--- src/logic/exb_port_pkg.sv ---
// shared constants and carrier types for the external bus port
package exb_port_pkg;
   // ==========================================================
   // widths and fifo depth
   localparam int DATA_W = 8;
   localparam int RAM_ADDR_W = 10;
   localparam int SYNC_W = 15;
   localparam int FIFO_DEPTH = 32;
   // ==========================================================
   // timing, in internal clocks
   localparam int XFER_CLOCKS = 2;
   localparam int USB_WAIT_MAX = 2;
   localparam int SYNC_STAGES = 2;
   // ==========================================================
   // interrupt pin source selection
   localparam logic [1:0] INT_SEL_TX = 2'h0;
   localparam logic [1:0] INT_SEL_RX = 2'h1;
   localparam logic [1:0] INT_SEL_MCH = 2'h2;
   // ==========================================================
   // status byte field positions
   localparam int STS_TX_FULL = 0;
   localparam int STS_RX_READY = 1;
   localparam int STS_MCH_REQ = 2;
   localparam int STS_MCH_END = 3;
   // ==========================================================
   // reset values
   localparam logic [DATA_W-1:0] DATA_RST = 8'h00;
   localparam logic [RAM_ADDR_W-1:0] ADDR_RST = 10'h000;

   // memory channel sequencer, gray along idle-wait-xfer-done
   typedef enum logic [1:0] {
      MCH_IDLE = 2'b00,
      MCH_WAIT = 2'b01,
      MCH_XFER = 2'b11,
      MCH_DONE = 2'b10
   } mch_state_t;

   // synchronised view of the external pins
   typedef struct packed {
      logic chip_select_n;
      logic channel_select;
      logic read_strobe_n;
      logic write_strobe_n;
      logic ack_n;
      logic terminal_count;
      logic status_select;
      logic [DATA_W-1:0] data;
   } pin_sample_t;

   // internal multichannel ram port
   typedef struct packed {
      logic req;
      logic we;
      logic [RAM_ADDR_W-1:0] addr;
      logic [DATA_W-1:0] wdata;
   } ram_cmd_t;
endpackage

--- src/logic/byte_fifo.sv ---
// parameterised valid/ready fifo
`timescale 1ns/1ps
module byte_fifo #(
   parameter int WIDTH = 8,
   parameter int DEPTH = 32
) (
   input wire logic clk,
   input wire logic rst,
   input wire logic clk_en,
   input wire logic in_valid,
   output logic in_ready,
   input wire logic [WIDTH-1:0] in_data,
   output logic out_valid,
   input wire logic out_ready,
   output logic [WIDTH-1:0] out_data
);
   localparam int PTR_W = $clog2(DEPTH);
   logic [WIDTH-1:0] mem [DEPTH];
   logic [PTR_W:0] wr_ptr_reg;
   logic [PTR_W:0] rd_ptr_reg;
   logic push;
   logic pop;

   // ==========================================================
   // full when pointers differ only in the wrap bit
   assign in_ready = !((wr_ptr_reg[PTR_W] != rd_ptr_reg[PTR_W]) &&
                       (wr_ptr_reg[PTR_W-1:0] == rd_ptr_reg[PTR_W-1:0]));
   assign out_valid = (wr_ptr_reg != rd_ptr_reg);
   assign out_data = mem[rd_ptr_reg[PTR_W-1:0]];
   assign push = clk_en && in_valid && in_ready;
   assign pop = clk_en && out_valid && out_ready;

   // storage has no reset, contents are qualified by the pointers
   always_ff @(posedge clk) begin
      if (push) begin
         mem[wr_ptr_reg[PTR_W-1:0]] <= in_data;
      end
   end

   always_ff @(posedge clk) begin
      if (rst) begin
         wr_ptr_reg <= '0;
         rd_ptr_reg <= '0;
      end else begin
         if (push) begin
            wr_ptr_reg <= wr_ptr_reg + 1'b1;
         end
         if (pop) begin
            rd_ptr_reg <= rd_ptr_reg + 1'b1;
         end
      end
   end
endmodule

--- src/logic/external_mcu_bus_port.sv ---
// external mcu parallel bus port with cpu channel and memory channel
// Overview of operation
// - cpu channel bytes are exchanged with the on-chip processor, flagged by interrupt
// - memory channel moves bytes between buffer and multichannel ram without the processor
// - burst setting makes the memory channel run at its fastest rate
// - after a synced strobe rising edge the ram transfer completes in two clocks
// - usb ram access wins; memory channel may wait up to two more clocks
// - at 8 MHz about 2 Mbytes/s, about 1.3 Mbytes/s with usb traffic
// - at 6 MHz about 1.5 Mbytes/s, about 1 Mbytes/s with usb traffic
// - four control inputs: chip select, channel select, read and write strobes
// - eight-bit two-way data bus and one interrupt output to the mcu
// - dma pins and status select pin each enabled separately by configuration
// - channel select low accesses ram at an address that increments per access
// - request pulses per byte without burst, held until end address with burst
// - dma acknowledge low acts as chip select low with channel select low
`timescale 1ns/1ps
module external_mcu_bus_port
   import exb_port_pkg::*;
(
   input wire logic clk,
   input wire logic rst,
   input wire logic clk_en,
   // external mcu pins
   input wire logic ext_chip_select_n,
   input wire logic ext_channel_select,
   input wire logic ext_read_strobe_n,
   input wire logic ext_write_strobe_n,
   input wire logic [DATA_W-1:0] ext_data_bus_in,
   output logic [DATA_W-1:0] ext_data_bus_out,
   output logic ext_data_bus_oe_n,
   output logic ext_interrupt_out,
   output logic dma_request_out,
   input wire logic dma_ack_n,
   input wire logic dma_terminal_count,
   input wire logic buffer_status_select,
   // configuration from the processor
   input wire logic burst_mode,
   input wire logic dma_pins_enable,
   input wire logic status_select_enable,
   input wire logic [1:0] int_source_select,
   input wire logic mem_channel_enable,
   input wire logic mem_dir_read,
   input wire logic mem_addr_load,
   input wire logic [RAM_ADDR_W-1:0] mem_start_addr,
   input wire logic [RAM_ADDR_W-1:0] mem_end_addr,
   // processor side of the cpu channel
   output logic cpu_rx_valid,
   input wire logic cpu_rx_ready,
   output logic [DATA_W-1:0] cpu_rx_data,
   input wire logic cpu_tx_valid,
   output logic cpu_tx_ready,
   input wire logic [DATA_W-1:0] cpu_tx_data,
   // multichannel ram, usb has priority
   input wire logic usb_ram_busy,
   output ram_cmd_t ram_cmd,
   input wire logic [DATA_W-1:0] ram_rdata,
   output logic [RAM_ADDR_W-1:0] mem_addr_count,
   output logic mem_end_reached
);
   // ==========================================================
   // pin synchronisation
   pin_sample_t pin_raw;
   pin_sample_t pin_sync_v;
   pin_sample_t pin_rst_v;
   logic rd_prev_reg;
   logic wr_prev_reg;

   assign pin_raw = '{chip_select_n: ext_chip_select_n, channel_select: ext_channel_select,
                      read_strobe_n: ext_read_strobe_n, write_strobe_n: ext_write_strobe_n,
                      ack_n: dma_ack_n, terminal_count: dma_terminal_count,
                      status_select: buffer_status_select, data: ext_data_bus_in};
   // reset to idle pins, so no strobe edge or bus drive follows reset
   assign pin_rst_v = '{chip_select_n: 1'b1, read_strobe_n: 1'b1, write_strobe_n: 1'b1, ack_n: 1'b1, default: 1'b0};

   pin_sync #(.WIDTH(SYNC_W)) u_sync (
      .clk(clk),
      .rst(rst),
      .clk_en(clk_en),
      .async_in(pin_raw),
      .rst_value(pin_rst_v),
      .sync_out(pin_sync_v)
   );

   // ==========================================================
   // access decode on synced levels
   logic dack_act;
   logic mem_sel;
   logic cpu_sel;
   logic rd_rise;
   logic wr_rise;
   logic rd_active;
   logic sts_sel;

   assign dack_act = dma_pins_enable && !pin_sync_v.ack_n;
   assign mem_sel = (!pin_sync_v.chip_select_n && !pin_sync_v.channel_select) || dack_act;
   assign cpu_sel = !pin_sync_v.chip_select_n && pin_sync_v.channel_select && !dack_act;
   assign sts_sel = status_select_enable && pin_sync_v.status_select;
   // strobes idle high; rising edge ends an access
   assign rd_rise = !rd_prev_reg && pin_sync_v.read_strobe_n;
   assign wr_rise = !wr_prev_reg && pin_sync_v.write_strobe_n;
   assign rd_active = !pin_sync_v.read_strobe_n && (mem_sel || !pin_sync_v.chip_select_n);

   // strobe history, starts idle so no edge is seen out of reset
   always_ff @(posedge clk) begin
      if (rst) begin
         rd_prev_reg <= 1'b1;
         wr_prev_reg <= 1'b1;
      end else if (clk_en) begin
         rd_prev_reg <= pin_sync_v.read_strobe_n;
         wr_prev_reg <= pin_sync_v.write_strobe_n;
      end
   end

   // ==========================================================
   // cpu channel: receive fifo and transmit buffer
   logic rx_push;
   logic rx_ready;
   logic [DATA_W-1:0] tx_buf_reg;
   logic tx_full_reg;

   // a write while the fifo is full is refused; rx_ready tells the mcu to hold off
   assign rx_push = wr_rise && cpu_sel && !sts_sel;

   byte_fifo #(.WIDTH(DATA_W), .DEPTH(FIFO_DEPTH)) u_rx_fifo (
      .clk(clk),
      .rst(rst),
      .clk_en(clk_en),
      .in_valid(rx_push),
      .in_ready(rx_ready),
      .in_data(pin_sync_v.data),
      .out_valid(cpu_rx_valid),
      .out_ready(cpu_rx_ready),
      .out_data(cpu_rx_data)
   );

   assign cpu_tx_ready = !tx_full_reg;

   // load from processor, emptied by an mcu read; an accepted load wins, ready promised it
   always_ff @(posedge clk) begin
      if (rst) begin
         tx_buf_reg <= DATA_RST;
         tx_full_reg <= 1'b0;
      end else if (clk_en) begin
         if (cpu_tx_valid && !tx_full_reg) begin
            tx_buf_reg <= cpu_tx_data;
            tx_full_reg <= 1'b1;
         end else if (rd_rise && cpu_sel && !sts_sel) begin
            tx_full_reg <= 1'b0;
         end
      end
   end

   // ==========================================================
   // memory channel sequencer
   mch_state_t mch_state_reg;
   logic [DATA_W-1:0] mem_buf_reg;
   logic [RAM_ADDR_W-1:0] addr_reg;
   logic end_reg;
   logic mch_start;
   logic en_prev_reg;

   // a read edge consumes the buffer and refills it; enabling for read prefetches
   assign mch_start = mem_channel_enable && !end_reg &&
                      (((rd_rise && mem_dir_read) || (wr_rise && !mem_dir_read)) && mem_sel ||
                       (mem_dir_read && !en_prev_reg));

   // wait only while usb holds the ram, then two clocks to finish
   always_ff @(posedge clk) begin
      if (rst) begin
         mch_state_reg <= MCH_IDLE;
      end else if (clk_en) begin
         case (mch_state_reg)
            MCH_IDLE: begin
               if (mch_start) begin
                  mch_state_reg <= MCH_WAIT;
               end
            end
            MCH_WAIT: begin
               if (!usb_ram_busy) begin
                  mch_state_reg <= MCH_XFER;
               end
            end
            MCH_XFER: begin
               mch_state_reg <= MCH_DONE;
            end
            MCH_DONE: begin
               mch_state_reg <= MCH_IDLE;
            end
            default: begin
               mch_state_reg <= MCH_IDLE;
            end
         endcase
      end
   end

   // ram command is registered so it reaches the ram straight from flops
   always_ff @(posedge clk) begin
      if (rst) begin
         ram_cmd <= '0;
      end else if (clk_en) begin
         ram_cmd.req <= (mch_state_reg == MCH_WAIT) && !usb_ram_busy;
         ram_cmd.we <= (mch_state_reg == MCH_WAIT) && !usb_ram_busy && !mem_dir_read;
         ram_cmd.addr <= addr_reg;
         ram_cmd.wdata <= mem_buf_reg;
      end
   end

   // byte buffer: mcu writes land here, ram reads return here
   always_ff @(posedge clk) begin
      if (rst) begin
         mem_buf_reg <= DATA_RST;
      end else if (clk_en) begin
         if (wr_rise && mem_sel && !mem_dir_read && mch_state_reg == MCH_IDLE) begin
            mem_buf_reg <= pin_sync_v.data;
         end else if (mch_state_reg == MCH_DONE && mem_dir_read) begin
            mem_buf_reg <= ram_rdata;
         end
      end
   end

   // address counter: loadable only while disabled, counts after each access
   always_ff @(posedge clk) begin
      if (rst) begin
         addr_reg <= ADDR_RST;
         end_reg <= 1'b0;
         en_prev_reg <= 1'b0;
      end else if (clk_en) begin
         en_prev_reg <= mem_channel_enable;
         if (!mem_channel_enable) begin
            end_reg <= 1'b0;
            if (mem_addr_load) begin
               addr_reg <= mem_start_addr;
            end
         end else begin
            if (mch_state_reg == MCH_DONE) begin
               addr_reg <= addr_reg + 1'b1;
            end
            // tc is caught at the strobe edge; the ack is gone once the byte is done
            if ((mch_state_reg == MCH_DONE && addr_reg == mem_end_addr) ||
                (mch_start && dack_act && pin_sync_v.terminal_count)) begin
               end_reg <= 1'b1;
            end
         end
      end
   end

   assign mem_addr_count = addr_reg;
   assign mem_end_reached = end_reg;

   // ==========================================================
   // memory channel request
   logic mch_req_reg;
   logic req_next;

   // burst holds request to the end address; otherwise one request per byte,
   // dropped as soon as the strobe starts and raised again when the byte is done
   always_comb begin
      req_next = mch_req_reg;
      if (!mem_channel_enable || end_reg) begin
         req_next = 1'b0;
      end else if (burst_mode) begin
         req_next = 1'b1;
      end else if (mem_sel && (!pin_sync_v.read_strobe_n || !pin_sync_v.write_strobe_n)) begin
         req_next = 1'b0;
      end else if (mch_state_reg == MCH_DONE || (!en_prev_reg && !mem_dir_read)) begin
         req_next = 1'b1;
      end
   end

   always_ff @(posedge clk) begin
      if (rst) begin
         mch_req_reg <= 1'b0;
      end else if (clk_en) begin
         mch_req_reg <= req_next;
      end
   end

   // ==========================================================
   // pin outputs, all registered
   logic [DATA_W-1:0] status_byte;
   logic int_next;

   always_comb begin
      status_byte = DATA_RST;
      status_byte[STS_TX_FULL] = tx_full_reg;
      status_byte[STS_RX_READY] = rx_ready;
      status_byte[STS_MCH_REQ] = mch_req_reg;
      status_byte[STS_MCH_END] = end_reg;
      case (int_source_select)
         INT_SEL_TX: int_next = tx_full_reg;
         INT_SEL_RX: int_next = rx_ready;
         INT_SEL_MCH: int_next = mch_req_reg;
         default: int_next = tx_full_reg;
      endcase
   end

   // data bus driven only during a read; oe_n low means driving
   always_ff @(posedge clk) begin
      if (rst) begin
         ext_data_bus_out <= DATA_RST;
         ext_data_bus_oe_n <= 1'b1;
         ext_interrupt_out <= 1'b0;
         dma_request_out <= 1'b0;
      end else if (clk_en) begin
         ext_data_bus_oe_n <= !rd_active;
         if (sts_sel) begin
            ext_data_bus_out <= status_byte;
         end else if (cpu_sel) begin
            ext_data_bus_out <= tx_buf_reg;
         end else begin
            ext_data_bus_out <= mem_buf_reg;
         end
         ext_interrupt_out <= int_next;
         // pin stays at its inactive port level unless dma use is enabled
         dma_request_out <= dma_pins_enable && req_next;
      end
   end

   // ==========================================================
   // checks
   // the two clocks are fixed, so throughput depends on the mcu spacing
   done_two_clk_a: assert property (@(posedge clk) disable iff (rst)
      clk_en && mch_state_reg == MCH_WAIT && !usb_ram_busy ##1 clk_en |-> mch_state_reg == MCH_XFER ##1
      (!clk_en || mch_state_reg == MCH_DONE)) else $error("transfer not done in two clocks");
   usb_priority_a: assert property (@(posedge clk) disable iff (rst)
      usb_ram_busy |=> !ram_cmd.req) else $error("ram request during usb access");
   start_wait_a: assert property (@(posedge clk) disable iff (rst)
      clk_en && mch_state_reg == MCH_IDLE && mch_start |=> mch_state_reg == MCH_WAIT)
      else $error("memory access not started");
   addr_step_a: assert property (@(posedge clk) disable iff (rst)
      clk_en && mem_channel_enable && mch_state_reg == MCH_DONE |=> addr_reg == $past(addr_reg) + 1'b1)
      else $error("address did not increment");
   burst_hold_a: assert property (@(posedge clk) disable iff (rst)
      clk_en && burst_mode && mem_channel_enable && !end_reg |=> mch_req_reg)
      else $error("burst request dropped early");
   byte_drop_a: assert property (@(posedge clk) disable iff (rst)
      clk_en && !burst_mode && mem_sel && !pin_sync_v.write_strobe_n |=> !mch_req_reg)
      else $error("single request held through strobe");
   dack_mem_a: assert property (@(posedge clk) disable iff (rst)
      dma_pins_enable && !pin_sync_v.ack_n |-> mem_sel && !cpu_sel) else $error("ack not a memory access");
   dreq_gate_a: assert property (@(posedge clk) disable iff (rst)
      !$past(dma_pins_enable) |-> !dma_request_out) else $error("request pin active while disabled");
   cpu_write_a: assert property (@(posedge clk) disable iff (rst)
      clk_en && rx_push && rx_ready |=> cpu_rx_valid) else $error("cpu channel byte lost");
   bus_drive_a: assert property (@(posedge clk) disable iff (rst)
      clk_en && pin_sync_v.read_strobe_n && !dack_act ##1 clk_en |-> ##0 ext_data_bus_oe_n)
      else $error("data bus driven without read");

   cov_usb_wait_c: cover property (@(posedge clk) mch_state_reg == MCH_WAIT && usb_ram_busy ##1
      mch_state_reg == MCH_WAIT ##1 mch_state_reg == MCH_XFER);
   cov_burst_end_c: cover property (@(posedge clk) burst_mode && mch_req_reg ##1 end_reg);
   cov_cpu_rd_c: cover property (@(posedge clk) rd_rise && cpu_sel);
   cov_dack_wr_c: cover property (@(posedge clk) wr_rise && dack_act);
endmodule

--- src/logic/pin_sync.sv ---
// two-stage synchroniser for the asynchronous external pins
`timescale 1ns/1ps
module pin_sync
   import exb_port_pkg::*;
#(
   parameter int WIDTH = SYNC_W
) (
   input wire logic clk,
   input wire logic rst,
   input wire logic clk_en,
   input wire logic [WIDTH-1:0] async_in,
   input wire logic [WIDTH-1:0] rst_value,
   output logic [WIDTH-1:0] sync_out
);
   logic [WIDTH-1:0] meta_reg;

   // ==========================================================
   // first stage is read only by the second stage
   always_ff @(posedge clk) begin
      if (rst) begin
         meta_reg <= rst_value;
         sync_out <= rst_value;
      end else if (clk_en) begin
         meta_reg <= async_in;
         sync_out <= meta_reg;
      end
   end
endmodule

--- config.mk ---
export PLATFORM = sky130hd
export DESIGN_NAME = external_mcu_bus_port
export DESIGN_NICKNAME = d
export VERILOG_FILES = /design/src/logic/exb_port_pkg.sv /design/src/logic/byte_fifo.sv /design/src/logic/external_mcu_bus_port.sv /design/src/logic/pin_sync.sv
export SDC_FILE = /design/constraint.sdc
export NUM_CORES = 1
export LEC_CHECK = 0
export BUFFER_PORTS_ARGS = -buffer_cell sky130_fd_sc_hd__buf_2
export CORE_UTILIZATION = 25
export DETAILED_ROUTE_END_ITERATION = 8
export GPL_ROUTABILITY_DRIVEN = 1
export PLACE_DENSITY_LB_ADDON = 0.12
export SLEW_MARGIN = 0
export SYNTH_ARGS = -nofsm -noshare
export SYNTH_HDL_FRONTEND = slang
export SYNTH_SLANG_ARGS = --single-unit
--- constraint.sdc ---
create_clock -name clk -period 5.1 [get_ports clk]
set_input_delay 0.765 -clock clk [delete_from_list [all_inputs] [get_ports clk]]
set_output_delay 0.765 -clock clk [all_outputs]
set_load 0.01 [all_outputs]
==> metrics <==
final setup fails 0; # Post-CTS Setup Buffers 0; hold path endpoint u_sync.meta_reg[14]; Max Cap Viol 0; Tcrit/Tclk final 72.9%; worst skew pair latency 0.57 ns; dpl cell area 16,100 sq um; Worst Path Arrival 2.95 ns; Synth Cell Area 14,700 sq um; Synth Area in Adders 0.681%; fin area 17,500 sq um; row count 88; worst min path class primary input to flip-flop; post-synthesis simple-gate area fraction 7.47%; min Tclk post-route 3.72 ns; post-CTS sizing 0; Gate Count Post-Synth 963; Slew @ Worst Pin 1.09 ns; GR Util All Layers 13.0%; Final Hold Viols 0; Hold WS 0.412 ns; ys async rst share 0%; vias per cell 4.46; part of the Yosys area used for sequential elements 67.6%; Die Wd 244 um; Die Footprint 59,800 sq um; worst reg2reg path startpoint u_rx_fifo.wr_ptr_reg[2]; Most used DFF post-synth edfxtp_1; FF+latch area 9940 sq um; RSZ-0062 raised after global routing false; first-pass GRT wire length 57,400 um; core area 57,900 sq um; Final Non-Filler Cells 1,885; Initial DRC Count 497; Final Skew 0.0238 ns; Peak VDD IR 0.235 mV; FILL cells 5,918; Register-to-Register Path Depth 5; Peak Freq 0.269 GHz; Worst-path clk slew 0.06 ns; Compound-Gate Fraction of Synth Area 5.86%; initial core utilization 25.4%; DIE HEIGHT 244 um; hold_sp ext_chip_select_n; Worst Path Class, Setup flip-flop to output port; Power Density 365 nW/um^2; final worst-path setup slack 1.38 ns; clock sink total 368; mux share of post-synthesis cell area 15.2%; Worst Path Max Fanout 64; area leader, netlist edfxtp_1; clk buf depth 3; FF-to-FF End u_rx_fifo.mem[29][5]; via count 8,408; fin nets 1,159; Routed Antenna Nets 0; HPWL Detailed 24,900 um; CP Capture Type output port; max-slew violation count 0; utilization after layout 30.1%; H-tree depth 2; Yosys reg bits 368; I/O pin total 117; TritonCTS clock tree done; hold-fix buffers at CTS 0; routability cong. 0.712; vias in the first global route 8,604; number of flip-flops in the largest register 256; Synth top area share 52.3%; Layout area overhead 18.8%; largest family of logic cells by synthesized area multiplexers; Synth Net Count 1,036; Ys Warns 0; Worst Path Required 4.34 ns; Inserted Clock Buffers 43; largest net degree at the start of global routing 65; EDFF count, synth 256; Root Driver clkbuf_16; dpl cells 1,806; Leak Pwr 5.78 nW; # port buffers 116; wire per inst 20.6 um; crit path launch type flip-flop; dpl ws 1.75 ns; reg2reg setup slack 2.23 ns; total gr overflow 0; DRC Markers 0; total power 6.37 mW; share of cells above drive strength 1 24.8%; Avg Cell Area, Syn 15.3 sq um; status finished, final reports clean; synth top area cells edfxtp_1, dfxtp_1, mux4_2; Hold Crit Depth 3; number of iterations in the first detailed-routing pass 4; initial antenna violation count 2; multi-input logic area 4480 sq um; Slew headroom 27.2%; post-synthesis xor/xnor area fraction 1.25%; setup TNS 0 ns; Synth cell types 66; Final Routed Wirelength 38,800 um
Yosys cell counts, types with 8 or more instances:
cell,instances
a211oi_1,12
a21oi_1,14
buf_1,8
buf_2,14
clkbuf_1,25
dfxtp_1,112
edfxtp_1,256
ha_1,8
inv_1,13
mux2i_1,74
mux4_2,64
nand2_1,35
nand3_1,14
nor2_1,131
nor4_1,10
o21ai_0,15
o22ai_1,33
xor2_1,15
worst max path at each step:
stage / slack, ns / cells past startpoint / to / from
floorplan: 2.72 / 5 / u_rx_fifo.mem[11][0] / clk_en
global placement: 1.77 / 5 / cpu_rx_data[1] / flip-flop
detailed placement: 1.75 / 6 / u_rx_fifo.mem[29][0] / status_select_enable
CTS: 1.19 / 5 / cpu_rx_data[1] / flip-flop
global route: 1.11 / 5 / cpu_rx_data[6] / flip-flop
finish: 1.38 / 4 / cpu_rx_data[4] / flip-flop
metal layers:
layer | wire length [um] | global-route usage, %
met1 | 18400 | 17.8
met2 | 17700 | 20.3
met4 | 943 | 4.36
met3 | 1750 | 2.78
met5 | 8 | 0
logic make-up (layout without fill, tap and decap cells):
kind of cell    Yosys count  after routing
compound gates          120            120
xor+xnor                 21             21
fa+ha+maj                 8              8
buf+inv                  65            221
flops                   368            368
mux                     143            143
other cells               0              1
simple gates            238            238
placed cells by master, fill, tap and decap left out, types with 7 or more instances in the layout:
master     netlist  routed
a211oi_1        12      12
a21oi_1         14      14
buf_2           14     114
buf_4            2      14
clkbuf_1        25      10
clkbuf_16        0      44
clkinv_1         1      11
clkinv_2         0       7
dfxtp_1        112     110
edfxtp_1       256     256
ha_1             8       8
inv_1           13      13
mux2i_1         74      74
mux4_2          64      64
nand2_1         35      35
nand3_1         14      14
nor2_1         131     131
nor4_1          10      10
o21ai_0         15      15
o22ai_1         33      33
xor2_1          15      15
cell type report:
cell class	instances	share of cell area, %
well taps	765	5.48
clock inverters	23	1.01
flip-flops and latches	368	56.9
diodes	1	0.0143
clock buffers	55	6.60
multi-input cells	530	25.7
repair buffers	129	3.99
inverters	14	0.301
power breakdown:
group	total, mW	switching [mW]	internal [mW]
sequential	3.23	0.0272	3.20
clock	2.95	1.25	1.70
combinational	0.192	0.117	0.0752
total	6.37	1.39	4.98
critical path: stages (launching register included):
cell and delay [ns]:
dfxtp_4 1.00, mux4_2 0.38, o22ai_1 0.13, nor4_1 0.55, buf_2 0.23
Note: power is estimated with default switching activity, not from simulation.
